### src/design/dss_pkg.sv
package dss_pkg;

  // Parameter numbers used as access addresses.
  localparam logic [15:0] PAR_INT_REF    = 16'h00E4;
  localparam logic [15:0] PAR_REF_PCT    = 16'h00E5;
  localparam logic [15:0] PAR_ACT_FREQ   = 16'h00F1;
  localparam logic [15:0] PAR_DATA_SET   = 16'h00F9;
  localparam logic [15:0] PAR_DIG_IN     = 16'h00FA;
  localparam logic [15:0] PAR_ERR_CODE   = 16'h0104;
  localparam logic [15:0] PAR_WARNINGS   = 16'h010E;
  localparam logic [15:0] PAR_BUS_REF    = 16'h011A;
  localparam logic [15:0] PAR_RAMP_REF   = 16'h011B;
  localparam logic [15:0] PAR_LEAVE_BEH  = 16'h0188;
  localparam logic [15:0] PAR_STATE_WORD = 16'h019B;
  localparam logic [15:0] PAR_RAMP_SEL   = 16'h01B2;
  localparam logic [15:0] PAR_BUS_FREQ   = 16'h01E4;
  localparam logic [15:0] PAR_BUS_PCT    = 16'h020C;

  // Reset and legal values.
  localparam logic [1:0]  LEAVE_COAST    = 2'h0;
  localparam logic [1:0]  LEAVE_DCBRAKE  = 2'h1;
  localparam logic [1:0]  LEAVE_RAMP     = 2'h2;
  localparam logic [1:0]  SEL_INTERNAL   = 2'h1;
  localparam logic [1:0]  SEL_BUS        = 2'h2;
  localparam logic [1:0]  SEL_SUM        = 2'h3;

  // Statusword images.
  localparam logic [15:0] SW_DISABLED    = 16'h0040;
  localparam logic [15:0] SW_SWITCHED_ON = 16'h0023;
  localparam logic [15:0] SW_OP_ENABLED  = 16'h0027;
  localparam logic [15:0] SW_QUICK_STOP  = 16'h0007;

  // Timing: timers and ramp steps advance once per 0.1 s tick.
  localparam int          CLK_PERIOD_NS  = 40;
  localparam int          TICK_TIME_NS   = 100_000_000;
  localparam int          TICK_CYCLES    = TICK_TIME_NS / CLK_PERIOD_NS;
  localparam logic [19:0] RATE_DIV       = 20'h0000A;
  localparam logic [31:0] THR_SCALE      = 32'h000003E8;

  typedef enum logic [2:0] {
    M_DISABLED, M_SWON, M_OPEN, M_RAMPDN, M_BRAKE, M_QSTOP, M_HOLD
  } dss_mode_t;

  typedef struct packed {
    logic [19:0] qsRateCw;
    logic [19:0] qsRateAcw;
    logic [19:0] rampRate;
    logic [9:0]  thrPermille;
    logic [11:0] holdTime;
    logic [11:0] brakeTime;
    logic [15:0] fMax;
    logic [15:0] fMin;
  } dss_stop_cfg_t;

  typedef struct packed {
    logic        req;
    logic        write;
    logic [15:0] num;
    logic [15:0] wdata;
  } dss_par_req_t;

  typedef struct packed {
    logic        ack;
    logic        err;
    logic [15:0] rdata;
  } dss_par_rsp_t;

  typedef struct packed {
    dss_mode_t          mode;
    logic               holdQs;
    logic [31:0]        tickCnt;
    logic [15:0]        timer;
    logic [1:0]         leaveSel;
    logic [3:0][1:0]    rampSel;
    logic signed [15:0] busFreq;
    logic [15:0]        busPct;
    logic               busNeg;
    logic signed [15:0] outFreq;
    logic               drvEn;
    logic               dcInj;
    logic [15:0]        stWord;
    dss_par_rsp_t       rsp;
  } dss_state_t;

endpackage : dss_pkg

### src/design/dss_stop_ctrl.sv
`timescale 1ns/1ps
module dss_stop_ctrl
  import dss_pkg::*;
#(
  parameter int TICK_CYC = dss_pkg::TICK_CYCLES
) (
  // Clock and reset.
  input  wire logic                 ref_clk,
  input  wire logic                 nrst,
  // Parameter access from the fieldbus interpreter.
  input  wire dss_pkg::dss_par_req_t parReq,
  output dss_pkg::dss_par_rsp_t      parRsp,
  // Controlword strobe.
  input  wire logic                 cwStrobe,
  input  wire logic [15:0]          cwWord,
  // Configuration of the drive.
  input  wire logic                 cfgMotion,
  input  wire logic                 cfgVf,
  input  wire logic                 cfgTorque,
  input  wire logic                 cfgChange,
  input  wire logic [1:0]           activeSet,
  input  wire dss_pkg::dss_stop_cfg_t stopCfg,
  // Local values for read-back and summing.
  input  wire logic signed [15:0]   internalRef,
  input  wire logic [15:0]          localPct,
  input  wire logic signed [15:0]   encoderFreq,
  input  wire logic [15:0]          digInputs,
  input  wire logic [15:0]          errorCode,
  input  wire logic [15:0]          warnings,
  // Power stage.
  output logic signed [15:0]        outFreq,
  output logic                      drvEn,
  output logic                      dcInj,
  output logic [15:0]               stateWord
);
  import dss_pkg::*;

  dss_state_t         stReg;
  dss_state_t         stNext;
  logic               tick;
  logic [1:0]         selNow;
  logic signed [15:0] busLine;
  logic signed [15:0] rampRef;
  logic signed [15:0] actFreq;
  logic [15:0]        absOut;
  logic               belowThr;
  logic [19:0]        qsRate;
  logic               accept;

  function automatic logic is_enable_op(input logic [15:0] cw);
    return cw[3:0] == 4'hF;
  endfunction : is_enable_op

  function automatic logic is_disable_op(input logic [15:0] cw);
    return cw[3:0] == 4'h7;
  endfunction : is_disable_op

  function automatic logic is_quick_stop(input logic [15:0] cw);
    return cw[2:1] == 2'b01;
  endfunction : is_quick_stop

  // One ramp step of rate/10 per 0.1 s tick, never overshooting the target.
  function automatic logic signed [15:0] step_to(input logic signed [15:0] cur,
                                                 input logic signed [15:0] tgt,
                                                 input logic [19:0]        rate);
    int d;
    int s;
    d = int'(tgt) - int'(cur);
    s = int'(rate / RATE_DIV);
    if (s == 0) s = 1;
    if (d > s) return 16'(int'(cur) + s);
    if (d < -s) return 16'(int'(cur) - s);
    return tgt;
  endfunction : step_to

  function automatic logic [15:0] status_of(input dss_mode_t m, input logic qs);
    unique case (m)
      M_DISABLED: return SW_DISABLED;
      M_SWON:     return SW_SWITCHED_ON;
      M_QSTOP:    return SW_QUICK_STOP;
      M_HOLD:     return qs ? SW_QUICK_STOP : SW_OP_ENABLED;
      M_OPEN, M_RAMPDN, M_BRAKE: return SW_OP_ENABLED;
    endcase
  endfunction : status_of

  always_comb begin
    tick   = stReg.tickCnt == 32'(TICK_CYC - 1);
    selNow = stReg.rampSel[activeSet];
    absOut = stReg.outFreq[15] ? 16'(-stReg.outFreq) : stReg.outFreq;
    // Products are 32 bits wide so the full fmax range cannot overflow.
    belowThr = (32'(absOut) * THR_SCALE) <
               (32'(stopCfg.thrPermille) * 32'(stopCfg.fMax));
    qsRate = stReg.outFreq[15] ? stopCfg.qsRateAcw : stopCfg.qsRateCw;
    actFreq = cfgMotion ? encoderFreq : stReg.outFreq;
    busLine = stReg.busFreq;
    if (selNow == SEL_BUS) begin
      if ((stReg.busFreq[15] ? 16'(-stReg.busFreq) : stReg.busFreq) < stopCfg.fMin) begin
        // A fresh zero keeps the last non-zero sign; reset leaves it positive.
        if (stReg.busFreq != 16'h0000) busLine = stReg.busFreq[15] ? 16'(-stopCfg.fMin) : stopCfg.fMin;
        else busLine = stReg.busNeg ? 16'(-stopCfg.fMin) : stopCfg.fMin;
      end
    end
    if (cfgMotion) rampRef = stReg.busFreq;
    else begin
      unique case (selNow)
        SEL_INTERNAL: rampRef = internalRef;
        SEL_BUS:      rampRef = busLine;
        default:      rampRef = 16'(internalRef + stReg.busFreq);
      endcase
    end
  end

  always_comb begin
    stNext         = stReg;
    stNext.rsp.ack = 1'b0;
    stNext.rsp.err = 1'b0;
    stNext.tickCnt = tick ? 32'h00000000 : stReg.tickCnt + 32'h00000001;
    // Controlwords arriving while DC braking runs are dropped, not queued.
    accept = cwStrobe && stReg.mode != M_BRAKE;

    unique case (stReg.mode)
      M_DISABLED: begin
        if (accept && cwWord[2:0] == 3'h7) stNext.mode = M_SWON;
      end
      M_SWON: begin
        if (accept && is_enable_op(cwWord)) begin
          stNext.mode  = M_OPEN;
          stNext.drvEn = 1'b1;
        end
      end
      M_OPEN: begin
        if (tick) stNext.outFreq = step_to(stReg.outFreq, rampRef, stopCfg.rampRate);
        if (accept && is_disable_op(cwWord)) begin
          if (cfgMotion || stReg.leaveSel == LEAVE_COAST) begin
            stNext.mode    = M_SWON;
            stNext.drvEn   = 1'b0;
            stNext.outFreq = 16'h0000;
          end else if (stReg.leaveSel == LEAVE_DCBRAKE) begin
            stNext.mode    = M_BRAKE;
            stNext.dcInj   = 1'b1;
            stNext.outFreq = 16'h0000;
            stNext.timer   = 16'h0000;
          end else begin
            stNext.mode = M_RAMPDN;
          end
        end
      end
      M_RAMPDN: begin
        if (tick) stNext.outFreq = step_to(stReg.outFreq, 16'h0000, stopCfg.rampRate);
        if (accept && is_enable_op(cwWord)) stNext.mode = M_OPEN;
        else if (belowThr) begin
          stNext.mode   = M_HOLD;
          stNext.holdQs = 1'b0;
          stNext.dcInj  = 1'b1;
          stNext.timer  = 16'h0000;
        end
      end
      M_QSTOP: begin
        if (tick) stNext.outFreq = step_to(stReg.outFreq, 16'h0000, qsRate);
        if (cfgMotion && stReg.outFreq == 16'h0000) begin
          stNext.mode  = M_DISABLED;
          stNext.drvEn = 1'b0;
        end else if (!cfgMotion && belowThr) begin
          stNext.mode   = M_HOLD;
          stNext.holdQs = 1'b1;
          stNext.dcInj  = 1'b1;
          stNext.timer  = 16'h0000;
        end
      end
      M_HOLD: begin
        // Injection goes on once speed falls below the threshold; the output keeps ramping to zero until the holding time ends.
        if (tick) begin
          stNext.outFreq = step_to(stReg.outFreq, 16'h0000, stReg.holdQs ? qsRate : stopCfg.rampRate);
          stNext.timer   = stReg.timer + 16'h0001;
        end
        if (stReg.timer >= {4'h0, stopCfg.holdTime}) begin
          stNext.mode    = stReg.holdQs ? M_DISABLED : M_SWON;
          stNext.dcInj   = 1'b0;
          stNext.drvEn   = 1'b0;
          stNext.outFreq = 16'h0000;
        end
      end
      M_BRAKE: begin
        if (tick) stNext.timer = stReg.timer + 16'h0001;
        if (stReg.timer >= {4'h0, stopCfg.brakeTime}) begin
          stNext.mode  = M_SWON;
          stNext.dcInj = 1'b0;
          stNext.drvEn = 1'b0;
        end
      end
    endcase

    // Quick stop and disable voltage override the per-state handling.
    if (accept && stReg.mode inside {M_OPEN, M_RAMPDN} && is_quick_stop(cwWord)) begin
      stNext.mode = M_QSTOP;
    end
    if (accept && !cwWord[1] && stReg.mode != M_DISABLED) begin
      stNext.mode    = M_DISABLED;
      stNext.drvEn   = 1'b0;
      stNext.dcInj   = 1'b0;
      stNext.outFreq = 16'h0000;
    end

    if (cfgChange) begin
      if (cfgTorque) stNext.leaveSel = LEAVE_COAST;
      else if (stReg.leaveSel == LEAVE_DCBRAKE && !cfgVf) stNext.leaveSel = LEAVE_RAMP;
    end

    if (parReq.req) begin
      stNext.rsp.ack   = 1'b1;
      stNext.rsp.rdata = 16'h0000;
      if (parReq.write) begin
        unique case (parReq.num)
          PAR_LEAVE_BEH: begin
            if (parReq.wdata > 16'(LEAVE_RAMP) || (parReq.wdata == 16'(LEAVE_DCBRAKE) && !cfgVf))
              stNext.rsp.err = 1'b1;
            else stNext.leaveSel = parReq.wdata[1:0];
          end
          PAR_RAMP_SEL: begin
            if (parReq.wdata < 16'(SEL_INTERNAL) || parReq.wdata > 16'(SEL_SUM)) stNext.rsp.err = 1'b1;
            else stNext.rampSel[activeSet] = parReq.wdata[1:0];
          end
          PAR_BUS_FREQ: begin
            stNext.busFreq = parReq.wdata;
            if (parReq.wdata != 16'h0000) stNext.busNeg = parReq.wdata[15];
          end
          PAR_BUS_PCT: stNext.busPct = parReq.wdata;
          default:     stNext.rsp.err = 1'b1;
        endcase
      end else begin
        unique case (parReq.num)
          PAR_INT_REF:    stNext.rsp.rdata = internalRef;
          PAR_REF_PCT:    stNext.rsp.rdata = localPct + stReg.busPct;
          PAR_ACT_FREQ:   stNext.rsp.rdata = actFreq;
          PAR_DATA_SET:   stNext.rsp.rdata = {14'h0000, activeSet} + 16'h0001;
          PAR_DIG_IN:     stNext.rsp.rdata = digInputs;
          PAR_ERR_CODE:   stNext.rsp.rdata = errorCode;
          PAR_WARNINGS:   stNext.rsp.rdata = warnings;
          PAR_BUS_REF:    stNext.rsp.rdata = busLine;
          PAR_RAMP_REF:   stNext.rsp.rdata = rampRef;
          PAR_LEAVE_BEH:  stNext.rsp.rdata = {14'h0000, stReg.leaveSel};
          PAR_STATE_WORD: stNext.rsp.rdata = status_of(stReg.mode, stReg.holdQs);
          PAR_RAMP_SEL:   stNext.rsp.rdata = {14'h0000, selNow};
          default:        stNext.rsp.err   = 1'b1;
        endcase
      end
    end
    // Registered so the status word reaches the pins straight from a flip-flop, free of decode glitches.
    stNext.stWord = status_of(stNext.mode, stNext.holdQs);
  end

  always_ff @(posedge ref_clk or negedge nrst) begin
    if (!nrst) begin
      stReg          <= '0;
      stReg.mode     <= M_DISABLED;
      stReg.leaveSel <= LEAVE_RAMP;
      stReg.rampSel  <= {4{SEL_SUM}};
      stReg.stWord   <= SW_DISABLED;
    end else begin
      stReg <= stNext;
    end
  end

  always_comb begin
    parRsp    = stReg.rsp;
    outFreq   = stReg.outFreq;
    drvEn     = stReg.drvEn;
    dcInj     = stReg.dcInj;
    stateWord = stReg.stWord;
  end
endmodule : dss_stop_ctrl

### config.mk
export PLATFORM = sky130hd
export DESIGN_NAME = dss_stop_ctrl
export DESIGN_NICKNAME = d
export VERILOG_FILES = /design/src/design/dss_pkg.sv /design/src/design/dss_stop_ctrl.sv
export SDC_FILE = /design/constraint.sdc
export NUM_CORES = 2
export LEC_CHECK = 0
export BUFFER_PORTS_ARGS = -buffer_cell sky130_fd_sc_hd__buf_2
export CORE_MARGIN = 3
export CORE_UTILIZATION = 50
export DETAILED_ROUTE_END_ITERATION = 16
export PLACE_DENSITY = 0.68
export SLEW_MARGIN = 20
export SYNTH_ARGS = -nofsm -noshare
export SYNTH_HDL_FRONTEND = slang
export SYNTH_SLANG_ARGS = --single-unit
### constraint.sdc
create_clock -name ref_clk -period 9.9 [get_ports ref_clk]
set_input_delay 0.99 -clock ref_clk [delete_from_list [all_inputs] [get_ports ref_clk]]
set_output_delay 0.99 -clock ref_clk [all_outputs]
set_load 0.01 [all_outputs]
==> results.md <==
* Setup TNS at -16.50 ns
* Fin worst setup slack at -1.13 ns
* Worst-Margin Slew at about 1.2 ns
* I/O Pins at between 300 and 400
* Crit path capture type: register
* I/O Buffers at approximately 300
* Critical Path AT at 11.41 ns
* Clock Skews at 0.0254 ns
* Clock sink count at 135
* Syn Inst Count at 4932
* CP Class: input pin to register
* Layout cell share with drive strength beyond 1 at 0.304
* Die height at between 200 and 300 µm
* First-pass GRT wire length at between 200 and 250 mm
* Total CTS buffers at 17
* Max-cap violation count at 0
* Total number of vias at approximately 42000
* Grt ovf at 0
* DR pass1 iterations at 7
* Largest fanout on the critical path at 8
* Top cells by area, synth: ha_1, fa_1, dfrtp_1
* Die area at between 0.07 and 0.08 mm²
* RSZ-0062 raised after global routing: true
* Largest net degree at the start of global routing at 70
* CTS tree: yes
* Reg2reg path depth at between 50 and 60
* Syn Area/Cell at around 7.7 µm²
* Cts hold-fix bufs at 0
* Initial antenna violation count at 8
* Post-synth EDFFs at 0
* Worst skew pair latency at roughly 0.47 ns
* Vias in the first global route at between 40000 and 50000
* CP most frequent cell: o21a_1
* Outcome: complete, but fails checks
* Final Slew Violations at 0
* Reg-to-Reg Start: outFreq[15]
* Final setup vio count at 16
* Hold path depth at 1
* Slowest-stage cell, CP: or4_4
* Max Root-Sink Buffers at 2
* Share of the synthesized area in the top cell type at 0.168
* Core area at about 0.075 mm²
* DP Wirelength at 114 mm
* Placed cell count at roughly 6800
* Final nets at 6928
* Row cnt at 100
* Final hold violations at 0
* Fraction of registers with async set or reset after synthesis at 1.00
* Post-synthesis sequential area ratio at 0.0888
* Wire per inst at between 20 and 25 µm
* Vias per cell at 6.08
* Crit-path max cell delay at 0.52 ns
* Crit path to: outFreq[5]
* DRC Markers at 0
* WP data required at a little over 10 ns
* Clk slew on worst S/H paths at 0.08 ns
* Yosys Warn Count at 0
* Post-Layout Cell Count at 6952
* Synthesized area at 0.0382 mm²
* Placer Congestion at between 1 and 1.5
* Total GRT Usage at 0.347
* Root buf cell: clkbuf_16
* CTS H-Tree Depth at 4
* Initial DRC count at about 3400
* Chip width at about 280 µm
* CP Launch Type: input pin
* Final worst-path cycle share at 1.11
* Final min period at between 10 and 15 ns
* Top FF cell, synth: dfrtp_1
* Cell variety after synth at 145
* FF-to-FF setup slack at -1.06 ns
* Reg-to-Reg End: outFreq[13]
* Final WL at 144 mm
* Violated checks: negative setup slack
* HP Class: register to register
* Seq cells post-synth at around 140
* Yosys top cell by area: ha_1
* Antenna Nets Post-Route at 0
* Setup crit start: stopCfg[81]
* Fin Hold WS at ~0.48 ns
* Fmax achieved at ~91 MHz
* Area grow syn2layout at 30.8%
* Initial core utilization at 0.508
* Relative slew slack at 0.203
per-layer routing:
| layer | routed length [µm] | global-route usage | vias to the layer above |
|---|---|---|---|
| met4 | 8250 | 0.168 | 2 |
| met2 | 65800 | 0.566 | 1870 |
| met3 | 11700 | 0.0478 | 401 |
| li1 | - | - | 19800 |
| met1 | 58600 | 0.452 | 20200 |
| met5 | 13 | 0 | - |
worst min-delay path by stage:
stage / startpoint / endpoint / slack (ns)
after floorplan: stReg[115] / stReg[115] / 0.44
after global placement: stReg[115] / stReg[115] / 0.46
after detailed placement: stReg[115] / stReg[115] / 0.46
after CTS: stReg[115] / stReg[115] / 0.47
after global routing: parRsp[11] / parRsp[11] / 0.50
final: stReg[115] / stReg[115] / 0.48
worst max-delay path, delay by kind of cell:
kind,cells,cell delay [ns]
buffers and inverters,12,1.44
adder cells (fa/ha/maj),2,0.47
XOR/XNOR,1,0.12
AO/OA/AOI/OAI,33,6.27
AND/OR/NAND/NOR,12,2.07
cell usage in the layout (no fill, tap or decap), types with 27 or more instances in the layout:
cell,synthesis,final
a211oi_1,50,33
a21o_1,102,99
a21oi_1,369,340
a21oi_2,5,28
a221oi_1,44,27
a31oi_1,37,28
and2_1,89,83
and3_1,34,31
buf_2,43,302
buf_4,61,892
buf_6,10,44
conb_1,1,43
dfrtp_1,125,123
fa_1,173,173
ha_1,511,504
inv_1,375,371
mux2_2,81,78
mux2i_1,85,81
nand2_1,404,390
nand2b_1,68,66
nand3_1,129,121
nand4_1,78,78
nor2_1,400,374
nor2b_1,53,47
nor3_1,109,85
nor4_1,57,44
o211ai_1,34,34
o21a_1,73,71
o21ai_0,240,193
o21ai_1,14,46
o21bai_1,77,75
or3_1,34,27
xnor2_1,247,237
xor2_1,57,57
state kept, by name, indices dropped and copies added, names as in the netlist, named ones only:
name       flops
stateWord      4
parRsp        18
outFreq       16
dcInj          1
stReg         87
drvEn          1
layout make-up:
type,instances,area (µm²)
timing repair buffer,1252,8980
clock buffer,21,480
tap,969,1210
antenna,7,17.5
clock inverter,11,111
multi-input combinational,4162,34200
fill,6485,25200
inverter,395,1520
sequential,135,3400
kinds of logic after synthesis:
family	synth area share
multiplexers	0.0511
other	0.0000983
adder cells (fa/ha/maj)	0.260
flip-flops	0.0888
XOR/XNOR	0.0706
AND/OR/NAND/NOR	0.199
buffers and inverters	0.0769
AO/OA/AOI/OAI	0.253
metrics by stage:
step                worst slack (ns)  area (µm²)   util
floorplan                      -1.19       38800      -
global placement               -1.95       46500  0.619
detailed placement             -2.01       46500  0.619
CTS                           -0.993       48500  0.646
global route                   -1.52       49900  0.665
finish                         -1.13       49900  0.665
repair_timing:
item	4_1_cts	5_1_grt
endpoints found under the setup margin	21	37
buffers inserted	62	32
gates resized for setup	206	236
cloned	7	1
hold endpoints to repair	0	0
pin swaps	81	86
synth_stat cells (18+ instances only):
cell type  count
o21ai_0      240
buf_1         20
xnor2_1      247
a221oi_1      44
inv_1        375
mux2i_1       85
o21a_1        73
o22ai_1       19
buf_4         61
nor2b_1       53
ha_1         511
o31ai_1       30
mux2_2        81
nand3_1      129
a21o_1       102
o21bai_1      77
a211oi_1      50
and2_1        89
nand4_1       78
nor3_1       109
nand2b_1      68
xor2_1        57
nor4_1        57
a22oi_1       18
a311oi_1      18
nor2_1       400
clkbuf_1     151
buf_2         43
fa_1         173
dfrtp_1      125
o211ai_1      34
nand2_1      404
a31oi_1       37
a21oi_1      369
and3_1        34
or3_1         34
Power is not shown: default switching activity piles up to over one toggle a cycle in this logic, so the estimate is an artifact.
